===== src/trr_pkg.sv =====
// Package: constants and types for the tape rewind/ready logic
`default_nettype none
package trr_pkg;
    // Rewind pulse limits in nanoseconds
    localparam int REW_PULSE_MIN_NS = 500;
    localparam int REW_PULSE_MAX_NS = 5000;
    localparam int CLK_PERIOD_NS = 10;
    // Shortest allowed low pulse in clock cycles, rounded up (50 cycles)
    localparam int REW_MIN_CYC_I =
        (REW_PULSE_MIN_NS + CLK_PERIOD_NS - 1) / CLK_PERIOD_NS;
    localparam logic [9:0] REW_MIN_CYC = REW_MIN_CYC_I[9:0];
    localparam logic [9:0] CNT_ZERO = 10'h000;
    localparam logic [9:0] CNT_ONE = 10'h001;
    // Status and mask bit positions
    localparam int EV_LOAD = 0;
    localparam int EV_REW_START = 1;
    localparam int EV_READY = 2;
    localparam int EV_MARK = 3;
    localparam int EV_W = 4;
    localparam logic [EV_W-1:0] EV_NONE = 4'h0;
    // Register indexes of the command port
    localparam logic [1:0] ADR_STATUS = 2'h0;
    localparam logic [1:0] ADR_MASK = 2'h1;
    localparam logic [1:0] ADR_STATE = 2'h2;
    localparam logic [7:0] RD_ZERO = 8'h00;
    // Motion state, one-hot
    typedef enum logic [3:0] {
        ST_EMPTY = 4'h1,
        ST_REWIND = 4'h2,
        ST_READY = 4'h4,
        ST_IDLE = 4'h8
    } trr_state_e;
endpackage : trr_pkg
`default_nettype wire


===== src/trr_sync_if.sv =====
// Interface: synchronised pin levels passed from the sampler to the core
`default_nettype none
interface trr_sync_if;
    logic cartPresent;
    logic writeTab;
    logic leaderSeen;
    logic holeSeen;
    logic rewindPulse_n;
    logic unitSelect_n;
    logic hostReadyLamp_n;
    logic fastSpeedReq_n;
    logic fwdReq_n;
    logic bwdReq_n;
    modport src (output cartPresent, writeTab, leaderSeen, holeSeen,
        rewindPulse_n, unitSelect_n, hostReadyLamp_n, fastSpeedReq_n,
        fwdReq_n, bwdReq_n);
    modport dst (input cartPresent, writeTab, leaderSeen, holeSeen,
        rewindPulse_n, unitSelect_n, hostReadyLamp_n, fastSpeedReq_n,
        fwdReq_n, bwdReq_n);
endinterface : trr_sync_if
`default_nettype wire


===== src/trr_pin_sync.sv =====
// Module: two-flop synchronisers for all pin inputs
`default_nettype none
module trr_pin_sync
    import trr_pkg::*;
(
    input wire logic ref_clk,
    input wire logic reset,
    input wire logic [9:0] pins,
    trr_sync_if.src syncOut
);
    // ------------------------------------------------------------
    // Synchroniser state
    // ------------------------------------------------------------
    typedef struct packed {
        logic [9:0] stage1; // First flop, read only by stage2
        logic [9:0] stage2; // Second flop, safe to use
    } trr_sync_s;

    trr_sync_s cur;
    trr_sync_s next_cur;

    // Idle pin levels: all inactive-low lines high, sensors low
    localparam logic [9:0] PIN_IDLE = 10'h3F0;

    // Shift pins through two flops
    always_comb begin
        next_cur.stage1 = pins;
        next_cur.stage2 = cur.stage1;
    end

    // Reset to idle (inactive-low lines high)
    always_ff @(posedge ref_clk or posedge reset) begin
        if (reset) begin
            cur <= {PIN_IDLE, PIN_IDLE};
        end else begin
            cur <= next_cur;
        end
    end

    assign syncOut.cartPresent = cur.stage2[0];
    assign syncOut.writeTab = cur.stage2[1];
    assign syncOut.leaderSeen = cur.stage2[2];
    assign syncOut.holeSeen = cur.stage2[3];
    assign syncOut.rewindPulse_n = cur.stage2[4];
    assign syncOut.unitSelect_n = cur.stage2[5];
    assign syncOut.hostReadyLamp_n = cur.stage2[6];
    assign syncOut.fastSpeedReq_n = cur.stage2[7];
    assign syncOut.fwdReq_n = cur.stage2[8];
    assign syncOut.bwdReq_n = cur.stage2[9];
endmodule : trr_pin_sync
`default_nettype wire


===== src/tape_rewind_ready_logic.sv =====
// Module: status, rewind and ready logic of a cartridge tape drive
`default_nettype none
module tape_rewind_ready_logic
    import trr_pkg::*;
(
    input wire logic ref_clk,
    input wire logic reset,
    // Sensor inputs
    input wire logic cartSense,
    input wire logic tabSense,
    input wire logic leaderSense,
    input wire logic holeSense,
    // Interface inputs from the controlling device
    input wire logic rewind_pulse_n,
    input wire logic unit_select_n,
    input wire logic host_ready_lamp_level_n,
    input wire logic fast_speed_req_n,
    input wire logic fwdReq_n,
    input wire logic bwdReq_n,
    // Register port
    input wire logic [1:0] regAddr,
    input wire logic [7:0] regWrData,
    input wire logic regWrite,
    input wire logic regRead,
    output logic [7:0] regRdData,
    output logic irq,
    // Status outputs
    output logic ready_lamp_n,
    output logic write_lamp_level_n,
    output logic write_tab_level,
    output logic cartridge_present,
    output logic leader_absent_n,
    output logic photo_position_sense,
    output logic mark_seen_pulse,
    output logic fast_speed_n,
    output logic drive_ready_n,
    output logic reverse_motor_control,
    output logic fwdDriveGated,
    output logic bwdDriveGated
);
    // ------------------------------------------------------------
    // Pin synchronisation
    // ------------------------------------------------------------
    trr_sync_if syncBus ();

    trr_pin_sync uSync (
        .ref_clk (ref_clk),
        .reset (reset),
        .pins ({bwdReq_n, fwdReq_n, fast_speed_req_n,
            host_ready_lamp_level_n, unit_select_n, rewind_pulse_n,
            holeSense, leaderSense, tabSense, cartSense}),
        .syncOut (syncBus)
    );

    // ------------------------------------------------------------
    // State of the block
    // ------------------------------------------------------------
    typedef struct packed {
        trr_state_e state;          // Motion state
        logic cartPrev;             // Cartridge level last cycle
        logic rewPrev;              // Rewind line last cycle
        logic posPrev;              // Position sense last cycle
        logic [9:0] lowCnt;         // Length of current rewind low
        logic [EV_W-1:0] status;    // Sticky event bits
        logic [EV_W-1:0] mask;      // Interrupt enables
        logic [7:0] rdData;         // Read data register
        logic irq;                  // Interrupt output
        logic readyLamp_n;          // Ready lamp drive
        logic writeLamp_n;          // Write lamp drive
        logic writeTab;             // Write tab level
        logic cartPresent;          // Cartridge present level
        logic leaderAbsent_n;       // Clear leader level
        logic posSense;             // Position sense level
        logic markPulse;            // Mark sensed pulse
        logic fastSpeed_n;          // Internal high speed
        logic driveReady_n;         // Ready to host
        logic reverseMotor;         // Reverse motor control
        logic fwdGated;             // Forward drive enable
        logic bwdGated;             // Backward drive enable
    } trr_core_s;

    trr_core_s cur;
    trr_core_s next_cur;

    // Decode a selected register index
    function automatic logic isAddr(input logic [1:0] a,
        input logic [1:0] want);
        isAddr = (a == want);
    endfunction

    // Working terms
    logic selected;
    logic posNow;
    logic rewEdge;
    logic loadEvt;
    logic [EV_W-1:0] events;

    // ------------------------------------------------------------
    // Next-state logic
    // ------------------------------------------------------------
    always_comb begin
        next_cur = cur;
        selected = !syncBus.unitSelect_n;
        // Leader or hole lights the sensor
        posNow = syncBus.leaderSeen | syncBus.holeSeen;
        // Falling edge of rewind line while selected
        rewEdge = selected && cur.rewPrev && !syncBus.rewindPulse_n;
        loadEvt = syncBus.cartPresent && !cur.cartPrev;
        events = EV_NONE;

        next_cur.cartPrev = syncBus.cartPresent;
        next_cur.rewPrev = syncBus.rewindPulse_n;
        next_cur.posPrev = posNow;

        // Measure low time up to REW_MIN_CYC; a too-short glitch is neither noted nor rejected
        if (!syncBus.rewindPulse_n) begin
            if (cur.lowCnt != REW_MIN_CYC) begin
                next_cur.lowCnt = cur.lowCnt + CNT_ONE;
            end
        end else begin
            next_cur.lowCnt = CNT_ZERO;
        end

        // Plain sensor levels
        next_cur.cartPresent = syncBus.cartPresent;
        next_cur.writeTab = syncBus.cartPresent
            && syncBus.writeTab;
        next_cur.writeLamp_n = !(syncBus.cartPresent
            && syncBus.writeTab);
        next_cur.leaderAbsent_n = !syncBus.leaderSeen;
        next_cur.posSense = posNow;
        // Hole seen without leader marks the tape position
        next_cur.markPulse = posNow && !cur.posPrev
            && !syncBus.leaderSeen;
        next_cur.fastSpeed_n = !(selected
            && !syncBus.fastSpeedReq_n);
        // Lamp follows host level only
        next_cur.readyLamp_n = syncBus.hostReadyLamp_n;

        // Motion state machine
        case (cur.state)
            ST_EMPTY: begin
                if (syncBus.cartPresent) begin
                    events[EV_LOAD] = 1'b1;
                    if (syncBus.leaderSeen) begin
                        next_cur.state = ST_READY;
                    end else begin
                        next_cur.state = ST_REWIND;
                        events[EV_REW_START] = 1'b1;
                    end
                end
            end
            ST_REWIND: begin
                if (!syncBus.cartPresent) begin
                    next_cur.state = ST_EMPTY;
                end else if (syncBus.leaderSeen) begin
                    next_cur.state = ST_READY;
                    events[EV_READY] = 1'b1;
                end
            end
            ST_READY, ST_IDLE: begin
                if (!syncBus.cartPresent) begin
                    next_cur.state = ST_EMPTY;
                end else if (rewEdge && !syncBus.leaderSeen) begin
                    next_cur.state = ST_REWIND;
                    events[EV_REW_START] = 1'b1;
                end
            end
            default: begin
                next_cur.state = ST_EMPTY;
            end
        endcase
        if (loadEvt && cur.state != ST_EMPTY) begin
            events[EV_LOAD] = 1'b1;
        end
        if (next_cur.markPulse) begin
            events[EV_MARK] = 1'b1;
        end

        // Ready and reverse motor, gated by unit select
        next_cur.reverseMotor = (next_cur.state == ST_REWIND)
            && syncBus.cartPresent && selected;
        next_cur.driveReady_n = !((next_cur.state == ST_READY)
            && selected);
        // Drive requests blocked while rewinding
        next_cur.fwdGated = selected && !syncBus.fwdReq_n
            && syncBus.cartPresent
            && next_cur.state == ST_READY;
        next_cur.bwdGated = selected && !syncBus.bwdReq_n
            && syncBus.cartPresent && !syncBus.leaderSeen
            && next_cur.state == ST_READY;

        // Register writes; set wins over clear
        if (regWrite && isAddr(regAddr, ADR_MASK)) begin
            next_cur.mask = regWrData[EV_W-1:0];
        end
        if (regWrite && isAddr(regAddr, ADR_STATUS)) begin
            next_cur.status = (cur.status & ~regWrData[EV_W-1:0])
                | events;
        end else begin
            next_cur.status = cur.status | events;
        end

        // Register reads, data next cycle
        next_cur.rdData = RD_ZERO;
        if (regRead) begin
            if (isAddr(regAddr, ADR_STATUS)) begin
                next_cur.rdData = {4'h0, cur.status};
            end else if (isAddr(regAddr, ADR_MASK)) begin
                next_cur.rdData = {4'h0, cur.mask};
            end else if (isAddr(regAddr, ADR_STATE)) begin
                next_cur.rdData = {cur.state, 1'b0,
                    cur.reverseMotor, cur.driveReady_n,
                    cur.cartPresent};
            end
        end
        next_cur.irq = |(next_cur.status & next_cur.mask);
    end

    // ------------------------------------------------------------
    // State register
    // ------------------------------------------------------------
    always_ff @(posedge ref_clk or posedge reset) begin
        if (reset) begin
            cur <= '{state: ST_EMPTY, cartPrev: 1'b0, rewPrev: 1'b1,
                posPrev: 1'b0, lowCnt: CNT_ZERO, status: EV_NONE,
                mask: EV_NONE, rdData: RD_ZERO, irq: 1'b0,
                readyLamp_n: 1'b1, writeLamp_n: 1'b1,
                writeTab: 1'b0, cartPresent: 1'b0,
                leaderAbsent_n: 1'b1, posSense: 1'b0,
                markPulse: 1'b0, fastSpeed_n: 1'b1,
                driveReady_n: 1'b1, reverseMotor: 1'b0,
                fwdGated: 1'b0, bwdGated: 1'b0};
        end else begin
            cur <= next_cur;
        end
    end

    // ------------------------------------------------------------
    // Outputs, all from flops
    // ------------------------------------------------------------
    assign regRdData = cur.rdData;
    assign irq = cur.irq;
    assign ready_lamp_n = cur.readyLamp_n;
    assign write_lamp_level_n = cur.writeLamp_n;
    assign write_tab_level = cur.writeTab;
    assign cartridge_present = cur.cartPresent;
    assign leader_absent_n = cur.leaderAbsent_n;
    assign photo_position_sense = cur.posSense;
    assign mark_seen_pulse = cur.markPulse;
    assign fast_speed_n = cur.fastSpeed_n;
    assign drive_ready_n = cur.driveReady_n;
    assign reverse_motor_control = cur.reverseMotor;
    assign fwdDriveGated = cur.fwdGated;
    assign bwdDriveGated = cur.bwdGated;

    // ------------------------------------------------------------
    // Checks
    // ------------------------------------------------------------
    chk_rev_not_ready: assert property (@(posedge ref_clk)
        disable iff (reset) reverse_motor_control |-> drive_ready_n)
        else $error("reverse motor while ready");
    chk_ready_lamp: assert property (@(posedge ref_clk)
        disable iff (reset)
        ready_lamp_n == $past(syncBus.hostReadyLamp_n))
        else $error("ready lamp not following host");
    chk_write_lamp: assert property (@(posedge ref_clk)
        disable iff (reset) write_lamp_level_n == !write_tab_level)
        else $error("write lamp mismatch");
    chk_tab_cart: assert property (@(posedge ref_clk)
        disable iff (reset) write_tab_level |-> cartridge_present)
        else $error("tab without cartridge");
    chk_leader_stop: assert property (@(posedge ref_clk)
        disable iff (reset)
        (cur.state == ST_REWIND && syncBus.leaderSeen
        && syncBus.cartPresent) |=> cur.state == ST_READY)
        else $error("rewind did not stop at leader");
    chk_pos_sense: assert property (@(posedge ref_clk)
        disable iff (reset)
        photo_position_sense == $past(posNow))
        else $error("position sense wrong");
    chk_no_drive_rew: assert property (@(posedge ref_clk)
        disable iff (reset) reverse_motor_control
        |-> !fwdDriveGated && !bwdDriveGated)
        else $error("drive during rewind");
    chk_deselect_idle: assert property (@(posedge ref_clk)
        disable iff (reset) $past(syncBus.unitSelect_n)
        |-> drive_ready_n && !reverse_motor_control)
        else $error("active while deselected");
    chk_load_rewind: assert property (@(posedge ref_clk)
        disable iff (reset) (cur.state == ST_EMPTY
        && syncBus.cartPresent && !syncBus.leaderSeen)
        |=> cur.state == ST_REWIND ##1 drive_ready_n)
        else $error("no rewind after load");
    chk_fast_speed: assert property (@(posedge ref_clk)
        disable iff (reset) !fast_speed_n
        |-> !$past(syncBus.fastSpeedReq_n))
        else $error("fast speed without request");
    chk_cart_level: assert property (@(posedge ref_clk)
        disable iff (reset) cartridge_present
        == $past(syncBus.cartPresent))
        else $error("cartridge level wrong");
    chk_leader_level: assert property (@(posedge ref_clk)
        disable iff (reset) leader_absent_n
        == !$past(syncBus.leaderSeen))
        else $error("leader level wrong");
    chk_mark_pulse: assert property (@(posedge ref_clk)
        disable iff (reset) mark_seen_pulse |-> photo_position_sense)
        else $error("mark without position sense");
    chk_ready_state: assert property (@(posedge ref_clk)
        disable iff (reset) !drive_ready_n
        |-> $past(cur.state == ST_READY || next_cur.state == ST_READY))
        else $error("ready outside ready state");
    chk_rew_edge: assert property (@(posedge ref_clk)
        disable iff (reset) (cur.state == ST_READY && rewEdge
        && syncBus.cartPresent && !syncBus.leaderSeen)
        |=> cur.state == ST_REWIND)
        else $error("rewind pulse ignored");
    // Deselected unit never asks for high speed
    chk_deselect_fast: assert property (@(posedge ref_clk)
        disable iff (reset) $past(syncBus.unitSelect_n) |-> fast_speed_n)
        else $error("fast speed while deselected");
endmodule : tape_rewind_ready_logic
`default_nettype wire


===== config.mk =====
export PLATFORM = sky130hd
export DESIGN_NAME = tape_rewind_ready_logic
export DESIGN_NICKNAME = d
export VERILOG_FILES = /design/src/trr_pkg.sv /design/src/trr_sync_if.sv /design/src/trr_pin_sync.sv /design/src/tape_rewind_ready_logic.sv
export SDC_FILE = /design/constraint.sdc
export NUM_CORES = 1
export LEC_CHECK = 0
export BUFFER_PORTS_ARGS = -buffer_cell sky130_fd_sc_hd__buf_2
export CORE_UTILIZATION = 53
export DETAILED_ROUTE_END_ITERATION = 8
export GPL_ROUTABILITY_DRIVEN = 0
export PLACE_DENSITY = 0.78
export SLEW_MARGIN = 20
export SYNTH_ARGS = -nofsm -noshare
export SYNTH_HDL_FRONTEND = slang
export SYNTH_SLANG_ARGS = --single-unit

===== constraint.sdc =====
create_clock -name ref_clk -period 2.65 [get_ports ref_clk]
set_clock_uncertainty 0.2 [all_clocks]
set_input_delay 0 -clock ref_clk [delete_from_list [all_inputs] [get_ports ref_clk]]
set_output_delay 0 -clock ref_clk [all_outputs]
set_load 0.1 [all_outputs]

# ---- Word-level counts from Yosys, hierarchy flattened
# Index checks and enable logic that the tools add are counted.
dict set report totals {
  reg_bits 54
  latch_bits 0
  ram_bits 0
  inputBits 24
  n_memories 0
  output_inout_bits 21
  romBits 0
}
dict set report classes {
  n_eq_ne 9
  n_mul 0
  n_reduce_logical 35
  magnitude_cmp 0
  div 0
  n_addsub 0
  bitwise 6
  n_mux 24
  n_shift 0
}
# cell n
set op_table {}
lappend op_table {{2-to-1 mux 8 bit} 4}
lappend op_table {{2-to-1 mux 4 bit} 7}
lappend op_table {{logical AND 1 bit} 21}
lappend op_table {{case mux 4 bit (3 select lines)} 1}
lappend op_table {{logical NOT 1 bit} 11}
lappend op_table {{2-to-1 mux 1 bit} 9}
lappend op_table {{bitwise AND 4 bit} 2}
lappend op_table {{== test 4 x 2 -> 1 bit (second input constant)} 2}
lappend op_table {{== test 4 x 3 -> 1 bit (second input constant)} 2}
lappend op_table {{OR 4 bit} 2}
lappend op_table {{== test 4 x 1 -> 1 bit (second input constant)} 1}
lappend op_table {{== test 4 bit (second input constant)} 1}
lappend op_table {{!= test 4 x 1 -> 1 bit (second input constant)} 1}
lappend op_table {{inverter 4 bit} 1}
lappend op_table {{OR reduction 4 bit} 1}
lappend op_table {{2-to-1 mux 3 bit} 1}
lappend op_table {{== test 2 x 1 -> 1 bit (second input constant)} 1}
lappend op_table {{== test 2 bit (second input constant)} 1}
lappend op_table {{logical NOT 2 bit} 1}
lappend op_table {{2-to-1 mux 2 bit} 1}
lappend op_table {{case mux 1 bit (2 select lines)} 1}
lappend op_table {{OR reduction 2 bit} 1}
lappend op_table {{OR 1 bit} 1}

# ---- Logic depth before layout (Yosys ltp)
# Gate-level depths: netlist of the first run.
dict set report logic_depth {
  ltp_word 11
  ltp_mapped 5
  mapped_depth_nobuf 4
}

# ---- By module
# A second synthesis of the first run with hierarchy kept.
dict set report unflattened {
  cells_unflattened 147
  area_unflattened_um2 2085.8
}
# module instances area_per_inst_um2 cells_each
set by_module_without_submodules {}
lappend by_module_without_submodules {tape_rewind_ready_logic 1 1566.5 126}
lappend by_module_without_submodules {trr_pin_sync 1 519.2 21}

# ---- Worst setup path after synthesis of the first run
# No wires, ideal clock.
dict set report synth_path {
  path_type {reg-to-reg}
  startpoint {register, netlist name photo_position_sense}
  endpoint {register cur (netlist bit irq)}
  arrival_time_ns 1.637
  n_path_buf 0
  stages_incl_launch_ff 5
  synth_period_minus_slack_ns 1.961
  required_time_ns 2.326
  path_slack_ns 0.689
  path_cell_list {dfrtp_1 > nor3b_1 > a21o_1 > a22o_1 > a211o_1}
}
# item line_no
set synth_lines {}
lappend synth_lines {{end signal, assigned} tape_rewind_ready_logic.sv:225} ;# cur <= '{state: ST_EMPTY, cartPrev: 1'b0, rewPrev: 1'b1,
lappend synth_lines {{end signal, assigned} tape_rewind_ready_logic.sv:235} ;# cur <= next_cur;
lappend synth_lines {{end, declared} tape_rewind_ready_logic.sv:82} ;# trr_core_s cur;

==> results of run 1 <==
[critical path: stages]
cell and delay [ps]:
dlygate4sd3_1 520, buf_2 230, nand3b_4 210, mux2_2 350, dlygate4sd3_1 560
[per-stage QoR]
step / power, µW / setup slack, ps / cells
after CTS: 1940 / 781 / 257
after detailed placement: 1340 / 853 / 225
after global placement: 1330 / 862 / 225
after floorplan: 1280 / 689 / 150
final: 1920 / 760 / 257
after global routing: 2010 / 562 / 257
[worst max-delay path by stage]
stage                          to  slack [ps]  cells past startpoint
floorplan                     irq         690                      4
global placement              irq         860                      4
detailed placement  bwdDriveGated         850                      4
CTS                       cur[21]         780                      5
global route        bwdDriveGated         560                      4
finish                    cur[22]         760                      5
[what timing repair did]
action	CTS	global route
hold buffers	24	0
endpoints found under the setup margin	0	0
hold endpoints to repair	62	0
[power groups by stage]
| stage | clock network, µW | registers, µW | logic [µW] |
|---|---|---|---|
| finish | 553 | 959 | 412 |
| global route | 604 | 967 | 438 |
| CTS | 571 | 957 | 408 |
| detailed placement | 0 | 972 | 367 |
| global placement | 0 | 968 | 360 |
| floorplan | 0 | 1060 | 221 |
[placed cells by master (no fill, tap or decap), types with 3 or more instances in the layout]
cell	synthesis	final
buf_2	0	40
dfrtp_1	35	35
dlygate4sd3_1	0	24
dfstp_2	19	19
nand2_1	11	11
o21ai_1	6	6
inv_1	6	5
clkbuf_8	0	5
nor3_1	4	4
mux2i_1	4	4
and2_1	4	4
nand4bb_1	4	4
and3_1	3	3
nor2_1	3	3
nor3b_1	3	3
[logic make-up after synthesis]
group / synth area share
AND/OR/NAND/NOR: 0.160
flip-flops: 0.673
XOR/XNOR: 0.00857
multiplexers: 0.0453
AO/OA/AOI/OAI: 0.0563
buffers and inverters: 0.0569
[metal layers]
layer,wire length (µm),GRT usage
met3,228,0.0661
met2,1790,0.326
met5,0,0
met1,1380,0.215
met4,74,0.0806
[cell type report]
type / count / area share
clock inverters: 3 / 0.0185
inverters: 7 / 0.0107
multi-input cells: 76 / 0.215
clock buffers: 5 / 0.0268
repair buffers: 64 / 0.171
well taps: 48 / 0.0234
flip-flops and latches: 54 / 0.535
==> reports/metrics.csv, run 1 <==
stage,metric,value,unit
yosys,synth_enable_flop_cells,0,
floorplan,start_util,0.554,
sta,tightest_slew,856,ps
yosys,syn-cell-area,0.00204,mm²
min_path,min_to,uSync.cur[13],
finish,regMostFlops,cur,
cts,clk_path_buf_depth,2,
yosys,yosys.area.top_type,dfrtp_1,
drt,viasPerCell,5.25,
sta,period_needed,1890,ps
finish,nets,232,
pwr,switching_share,0.306,
pwr,sequentialPowerShare,0.498,
cts,clockRootBuffer,clkbuf_8,
finish,drive_above_1_share,0.364,
cts,clk_pin_slew_worst_paths,100,ps
sta,period_share,0.713,
finish,largest_register_ffs,13,
global_route,grt_pass1_wl,5.82,mm
global_route,grt_overflow,0,
yosys,yosysSeqAreaShare,0.673,
min_path,hold_depth,2,
global_route,antenna_found_initial,0,
drt,drt_wl_total,3.47,mm
sta,hold_viol_final,0,
finish,seq_area,0.00138,mm²
floorplan,die_area,0.00411,mm²
finish,multiInputGateArea,552,µm²
placement,place_area,0.00221,mm²
critical_path,critPathArrivalTime,1890,ps
global_route,grt_max_degree,55,
critical_path,cp-startpoint,regAddr[1],
pwr,switching_power,589,µW
critical_path,path_class,input pin to register,
global_route,grt_usage,0.190,
yosys,synthTopCellsByArea,"dfrtp_1 (43%), dfstp_2 (24%), buf_4 (3.3%)",
drt,postRouteAntennaNets,0,
drt,vias,1348,
drt,dr.pass1.iters,5,
min_path,hp-start,holeSense,
pwr,p_per_area,748,mW/mm²
floorplan,die_w,64.1,µm
placement,io_buffers,40,
pwr,ir_drop,0.512,mV
cts,clk-insertion-delay-late,300,ps
floorplan,num_rows,22,
finish,fin_util,0.697,
critical_path,reg2reg_depth,4,
cts,cts.sinks,54,
critical_path,start_kind,input pin,
sta,setup_viol,0,
yosys,synth_top_area_share,0.429,
finish,finalInstanceArea,0.00257,mm²
pwr,intPower,1330,µW
critical_path,r2r_setup_slack,810,ps
yosys,ys_seq_elements,54,
critical_path,cp-end-kind,register,
yosys,syn-num-nets,174,
finish,antenna_cells,0,
critical_path,required,2650,ps
yosys,syn_inst,150,
floorplan,dieHeight,64.1,µm
flow_run,maxCapViolCount,0,
sta,max_freq,0.529,GHz
critical_path,reg2reg_to,bwdDriveGated,
pwr,p_leak,0.00123,µW
finish,n_fill_cell,254,
yosys,yosysWarningCount,0,
finish,syn2layout_area_growth,25.8,%
pwr,power_frac_clock,0.287,
min_path,hold_path.class,input pin to register,
yosys,yosys-top-cells-count,"dfrtp_1 (35), dfstp_2 (19), nand2_1 (11)",
cts,h-tree-depth,2,
yosys,synth.most_common_cell,dfrtp_1,
pwr,power_frac_comb,0.214,
drt,post_drt_wl_per_cell,13.5,µm
yosys,synthArstFlopShare,1.00,
cts,post-cts-setup-buffer-count,0,
placement,hpwl,2.22,mm
cts,cts_resized,0,
yosys,synth-main-ff-cell,dfrtp_1,
sta,rsz0062_at_grt,no,
floorplan,io_pins,45,
sta,setup_tns,0,ps
sta,slew_headroom,0.429,
drt,drc_errors,0,
critical_path,timing.rr.start,uSync.syncOut.cartPresent,
floorplan,core,0.00369,mm²
cts,cts_tree,done,
sta,hold_ws,130,ps
sta,slew_viol_final,0,
cts,numCtsBuffers,5,
run_status,status,completed,
yosys,synth_area_per_cell,13.6,µm²
global_route,grt_pass1_vias,1355,
critical_path,critPathMaxFanout,11,
drt,first_iter_violations,73,
yosys,synth.distinct_cells,40,
(Power assumes the default switching activity.)
==> run 2, diff against run 1 <==
==> constraint.sdc (replaced) <==
create_clock -name ref_clk -period 1.9 [get_ports ref_clk]
set_clock_uncertainty 0.2 [all_clocks]
set_input_delay 0 -clock ref_clk [delete_from_list [all_inputs] [get_ports ref_clk]]
set_output_delay 0 -clock ref_clk [all_outputs]
set_load 0.1 [all_outputs]
==> reports/metrics.csv, run 2 (synthesis results as in run 1) <==
stage,metric,value,unit,change
finish,nets,237,,+2.2%
critical_path,crit_top_cell,dlygate4sd3_1,,
drt,viasPerCell,5.26,,+0.20%
critical_path,critPathTopFamily,buffers and inverters,,
global_route,grt_pass1_wl,6.63,mm,+14%
placement,placedCellCount,230,,+2.2%
pwr,intPower,1990,µW,+49%
sta,tightest_slew,557,ps,-298 ps
placement,io_buffers,40,,unchanged
cts,h-tree-depth,2,,unchanged
floorplan,die_w,64.1,µm,unchanged
drt,dr.pass1.iters,4,,-1
finish,regMostFlops,cur,,
placement,hpwl,2.36,mm,+6.6%
critical_path,timing.rr.start,uSync.syncOut.leaderSeen,,
critical_path,slowest_delay,560,ps,about the same
finish,largest_register_ffs,13,,unchanged
cts,clk_pin_slew_worst_paths,90,ps,about the same
global_route,antenna_found_initial,0,,unchanged
sta,max_freq,0.535,GHz,
placement,pre_cts_slack,123,ps,-730 ps
pwr,switching_share,0.290,,-0.0166
floorplan,num_rows,22,,unchanged
critical_path,cp_num_cells,5,,unchanged
cts,clk-insertion-delay-late,300,ps,about the same
sta,hold_viol_final,0,,unchanged
pwr,sequentialPowerShare,0.474,,-0.024
drt,post_drt_wl_per_cell,15.0,µm,+11%
cts,clk_path_buf_depth,2,,unchanged
drt,drt_wl_total,3.93,mm,+13%
finish,final_cell_count_no_fill,262,,+1.9%
critical_path,crit_slowest_cell,dlygate4sd3_1,,
pwr,switching_power,813,µW,+38%
critical_path,required,1890,ps,-760 ps
sta,setup_tns,0,ps,unchanged
cts,cts_tree,done,,
pwr,p_per_area,1060,mW/mm²,+42%
cts,post-cts-setup-buffer-count,0,,unchanged
finish,syn2layout_area_growth,29.0,%,
sta,period_share,0.984,,
global_route,grt_max_degree,30,,-45%
floorplan,dieHeight,64.1,µm,unchanged
drt,first_iter_violations,106,,+45%
pwr,p_leak,0.00127,µW,+2.9%
sta,worst_slack,30.8,ps,-729 ps
critical_path,path_class,input pin to register,,
global_route,grt_pass1_vias,1384,,+2.1%
finish,drive_above_1_share,0.388,,+0.0242
flow_run,maxCapViolCount,0,,unchanged
sta,period_needed,1870,ps,
global_route,grt_overflow,0,,unchanged
floorplan,core,0.00369,mm²,unchanged
cts,clockRootBuffer,clkbuf_8,,
pwr,ir_drop,0.798,mV,+56%
floorplan,start_util,0.554,,unchanged
sta,slew_viol_final,0,,unchanged
min_path,hold_path.class,input pin to async pin,,
sta,slew_headroom,0.628,,+0.199
cts,numCtsBuffers,5,,unchanged
finish,antenna_cells,0,,unchanged
critical_path,path_cells,dlygate4sd3_1 > buf_2 > nand3b_4 > mux2_4 > dlygate4sd3_1,,
critical_path,critPathMaxFanout,14,,+3
drt,postRouteAntennaNets,0,,unchanged
critical_path,path_buf_inv,3,,unchanged
critical_path,critPathArrivalTime,1860,ps,-30 ps
drt,drc_errors,0,,unchanged
critical_path,reg2reg_depth,4,,unchanged
global_route,grt_usage,0.223,,+0.0332
run_status,status,completed,,
sta,setup_viol,0,,unchanged
floorplan,io_pins,45,,unchanged
cts,cts.sinks,54,,unchanged
pwr,power_frac_clock,0.309,,+0.022
critical_path,r2r_setup_slack,50,ps,-760 ps
finish,final_common_cell,buf_2,,
drt,vias,1377,,+2.2%
critical_path,cp-end-kind,register,,
pwr,power_frac_comb,0.217,,+0.003
critical_path,reg2reg_to,cur[44],,
critical_path,start_kind,input pin,,
floorplan,die_area,0.00411,mm²,unchanged
finish,layout_common_cells,"buf_2 (39), dfrtp_1 (34), dlygate4sd3_1 (24), dfstp_2 (19), nand2_1 (11)",,
-- run 2: per-stage QoR --
stage	total power [µW]	util	cell area (µm²)	hold slack, ps
floorplan	1780	-	2040	-196
CTS	2810	0.712	2630	103
detailed placement	1880	0.611	2250	-118
finish	2810	0.715	2640	87.7
global route	2930	0.715	2640	114
global placement	1870	0.611	2250	-130
-- run 2: per-layer routing --
layer	up-vias	track usage	share of wire	wire length, µm
li1	629	-	-	-
met5	-	0	0	0
met2	53	0.368	0.52	2040
met3	9	0.0589	0.064	251
met1	686	0.274	0.39	1540
met4	0	0.103	0.024	93
-- run 2: area by class of cell --
cell class | count | area (µm²)
Timing Repair Buffer | 69 | 480
Tap cell | 48 | 60.1
Clock buffer | 5 | 68.8
Multi-Input combinational cell | 76 | 561
Inverter | 7 | 26.3
Fill cell | 256 | 1050
Sequential cell | 54 | 1380
Clock inverter | 3 | 63.8
-- run 2: worst max path at each step --
| stage | from | endpoint | slack (ps) |
|---|---|---|---|
| 2_1_floorplan | cur[42] | irq | 50 |
| 3_3_place_gp | cur[42] | irq | 170 |
| 3_5_place_dp | uSync.syncOut.leaderSeen | irq | 120 |
| 4_1_cts | regAddr[1] | cur[22] | 30 |
| 5_1_grt | regAddr[1] | cur[22] | -0.6 |
| 6_report | regAddr[0] | cur[23] | 30 |
-- run 2: tightest hold or removal path: stages --
cell and delay (ps):
dlygate4sd3_1 530, buf_2 120, inv_2 410
-- run 2: power groups by stage --
stage          clock network (µW)  registers [µW]  logic (µW)
2_1_floorplan                   0            1480         308
3_3_place_gp                    0            1340         526
3_5_place_dp                    0            1350         537
4_1_cts                       889            1330         596
5_1_grt                       942            1340         648
6_report                      867            1330         610
-- run 2: timing repair --
action / CTS / global route
setup endpoints to repair: 0 / 6
hold endpoints to repair: 58 / 0
hold buffers: 24 / 0
resized for setup: 0 / 4
==> run 3, diff against run 2 <==
==> constraint.sdc (replaced) <==
create_clock -name ref_clk -period 1.81 [get_ports ref_clk]
set_clock_uncertainty 0.2 [all_clocks]
set_input_delay 0 -clock ref_clk [delete_from_list [all_inputs] [get_ports ref_clk]]
set_output_delay 0 -clock ref_clk [all_outputs]
set_load 0.1 [all_outputs]
==> reports/metrics.csv, run 3 (synthesis results as in run 1) <==
stage,metric,value,unit,change
run_status,status,completed,,
sta,setup_viol,0,,unchanged
critical_path,required,1800,ps,-90 ps
drt,first_iter_violations,115,,+8.5%
drt,vias,1397,,+1.5%
drt,post_drt_wl_per_cell,15.2,µm,+1.1%
pwr,power_frac_comb,0.229,,+0.012
placement,io_buffers,40,,unchanged
critical_path,path_class,input pin to register,,
floorplan,start_util,0.554,,unchanged
sta,period_needed,1790,ps,
critical_path,cp-end-kind,register,,
pwr,ir_drop,0.822,mV,+3.0%
finish,nets,240,,+1.3%
floorplan,io_pins,45,,unchanged
cts,numCtsBuffers,5,,unchanged
cts,clockRootBuffer,clkbuf_8,,
drt,drt_wl_total,4.02,mm,+2.3%
global_route,grt_usage,0.215,,-0.00802
floorplan,die_area,0.00411,mm²,unchanged
sta,slew_viol_final,0,,unchanged
drt,dr.pass1.iters,4,,unchanged
sta,max_freq,0.560,GHz,
pwr,switching_power,873,µW,+7.3%
finish,final_cell_count_no_fill,265,,+1.1%
critical_path,critPathMaxFanout,14,,unchanged
sta,hold_viol_final,0,,unchanged
placement,placedCellCount,231,,+0.43%
pwr,p_leak,0.00130,µW,+2.7%
pwr,intPower,2110,µW,+5.9%
min_path,hold_path.class,input pin to register,,
floorplan,num_rows,22,,unchanged
critical_path,start_kind,input pin,,
finish,final_common_cell,buf_2,,
placement,hpwl,2.38,mm,+0.90%
pwr,p_per_area,1110,mW/mm²,+4.0%
floorplan,die_w,64.1,µm,unchanged
drt,viasPerCell,5.27,,+0.30%
cts,clk-insertion-delay-late,300,ps,about the same
finish,layout_common_cells,"buf_2 (39), dfrtp_1 (33), dlygate4sd3_1 (25), dfstp_2 (19), nand2_1 (11)",,
sta,period_share,0.987,,
cts,clk_pin_slew_worst_paths,90,ps,about the same
floorplan,dieHeight,64.1,µm,unchanged
critical_path,critPathArrivalTime,1780,ps,-80 ps
sta,slew_headroom,0.660,,+0.0317
cts,cts_tree,done,,
drt,postRouteAntennaNets,0,,unchanged
cts,clk_path_buf_depth,2,,unchanged
flow_run,maxCapViolCount,0,,unchanged
sta,tightest_slew,510,ps,-47.4 ps
finish,multiInputGateArea,582,µm²,+3.8%
finish,antenna_cells,0,,unchanged
global_route,antenna_found_initial,0,,unchanged
finish,drive_above_1_share,0.410,,+0.0223
finish,fin_util,0.731,,+0.0163
finish,syn2layout_area_growth,32.0,%,
finish,regMostFlops,cur,,
pwr,power_frac_clock,0.305,,-0.004
drt,drc_errors,0,,unchanged
pwr,sequentialPowerShare,0.467,,-0.007
pwr,fin_total_pwr,2980,µW,+6.3%
floorplan,core,0.00369,mm²,unchanged
finish,n_fill_cell,230,,-10%
global_route,grt_max_degree,32,,+6.7%
cts,cts.sinks,54,,unchanged
placement,pre_cts_slack,32.7,ps,-90.6 ps
finish,seq_area,0.00138,mm²,about the same
global_route,grt_pass1_vias,1451,,+4.8%
global_route,grt_overflow,0,,unchanged
pwr,switching_share,0.292,,+0.00272
cts,h-tree-depth,2,,unchanged
global_route,grt_pass1_wl,6.58,mm,-0.83%
sta,worst_slack,23.3,ps,-7.46 ps
finish,largest_register_ffs,13,,unchanged
run 3: cell count changes in the layout (fill, tap and decap cells not counted), sizes merged:
| cell | before | now |
|---|---|---|
| dlygate4sd3 | 24 | 25 |
| buf | 45 | 47 |
run 3: through the flow:
step	hold WS (ps)	area (µm²)	TNS (ps)
after floorplan	-196	2050	0
after global placement	-156	2270	0
after detailed placement	-145	2270	0
after CTS	30.4	2660	0
after global routing	120	2700	-12.6
final	74.4	2700	0
run 3: metal layers:
metal,vias to the layer above,part of all wire,global-route usage
li1,639,-,-
met4,0,0.030,0.0861
met2,58,0.53,0.376
met3,16,0.058,0.0393
met5,-,0,0
met1,684,0.38,0.263
run 3: layout make-up:
cell class                      instances  area share
Sequential cell                        54       0.511
Tap cell                               48      0.0223
Timing Repair Buffer                   72       0.192
Multi-Input combinational cell         76       0.216
Inverter                                7     0.00974
Clock buffer                            5      0.0255
Clock inverter                          3      0.0237
run 3: path summary, 6_finish.rpt:
check / startpoint / to / slack (ps) / cells past startpoint
min in group asynchronous: reset / uSync.cur[13] / 80 / 3
worst min register to register: uSync.cur[10] / uSync.syncOut.cartPresent / 160 / 0
worst min-delay path: regAddr[1] / regRdData[2] / 70 / 4
worst max-delay path: regAddr[0] / cur[22] / 20 / 5
max in group asynchronous: reset / uSync.syncOut.rewindPulse_n / 730 / 4
worst max register to register: uSync.syncOut.leaderSeen / irq / 40 / 4
run 3: worst max-delay path: stages:
cell and delay, ps:
dlygate4sd3_1 540, buf_4 190, nand3b_4 120, mux2_2 360, dlygate4sd3_1 560
run 3: power groups by stage:
stage / Clock (µW) / Sequential [µW] / Combinational, µW
floorplan: 0 / 1550 / 325
global placement: 0 / 1410 / 560
detailed placement: 0 / 1410 / 574
CTS: 931 / 1390 / 641
global route: 967 / 1410 / 724
finish: 909 / 1390 / 683
run 3: timing repair:
action / 4_1_cts / 5_1_grt
hold buffers: 25 / 0
setup endpoints to repair: 0 / 10
endpoints found under the hold margin: 66 / 0
setup buffers: 0 / 1
gates resized for setup: 0 / 10
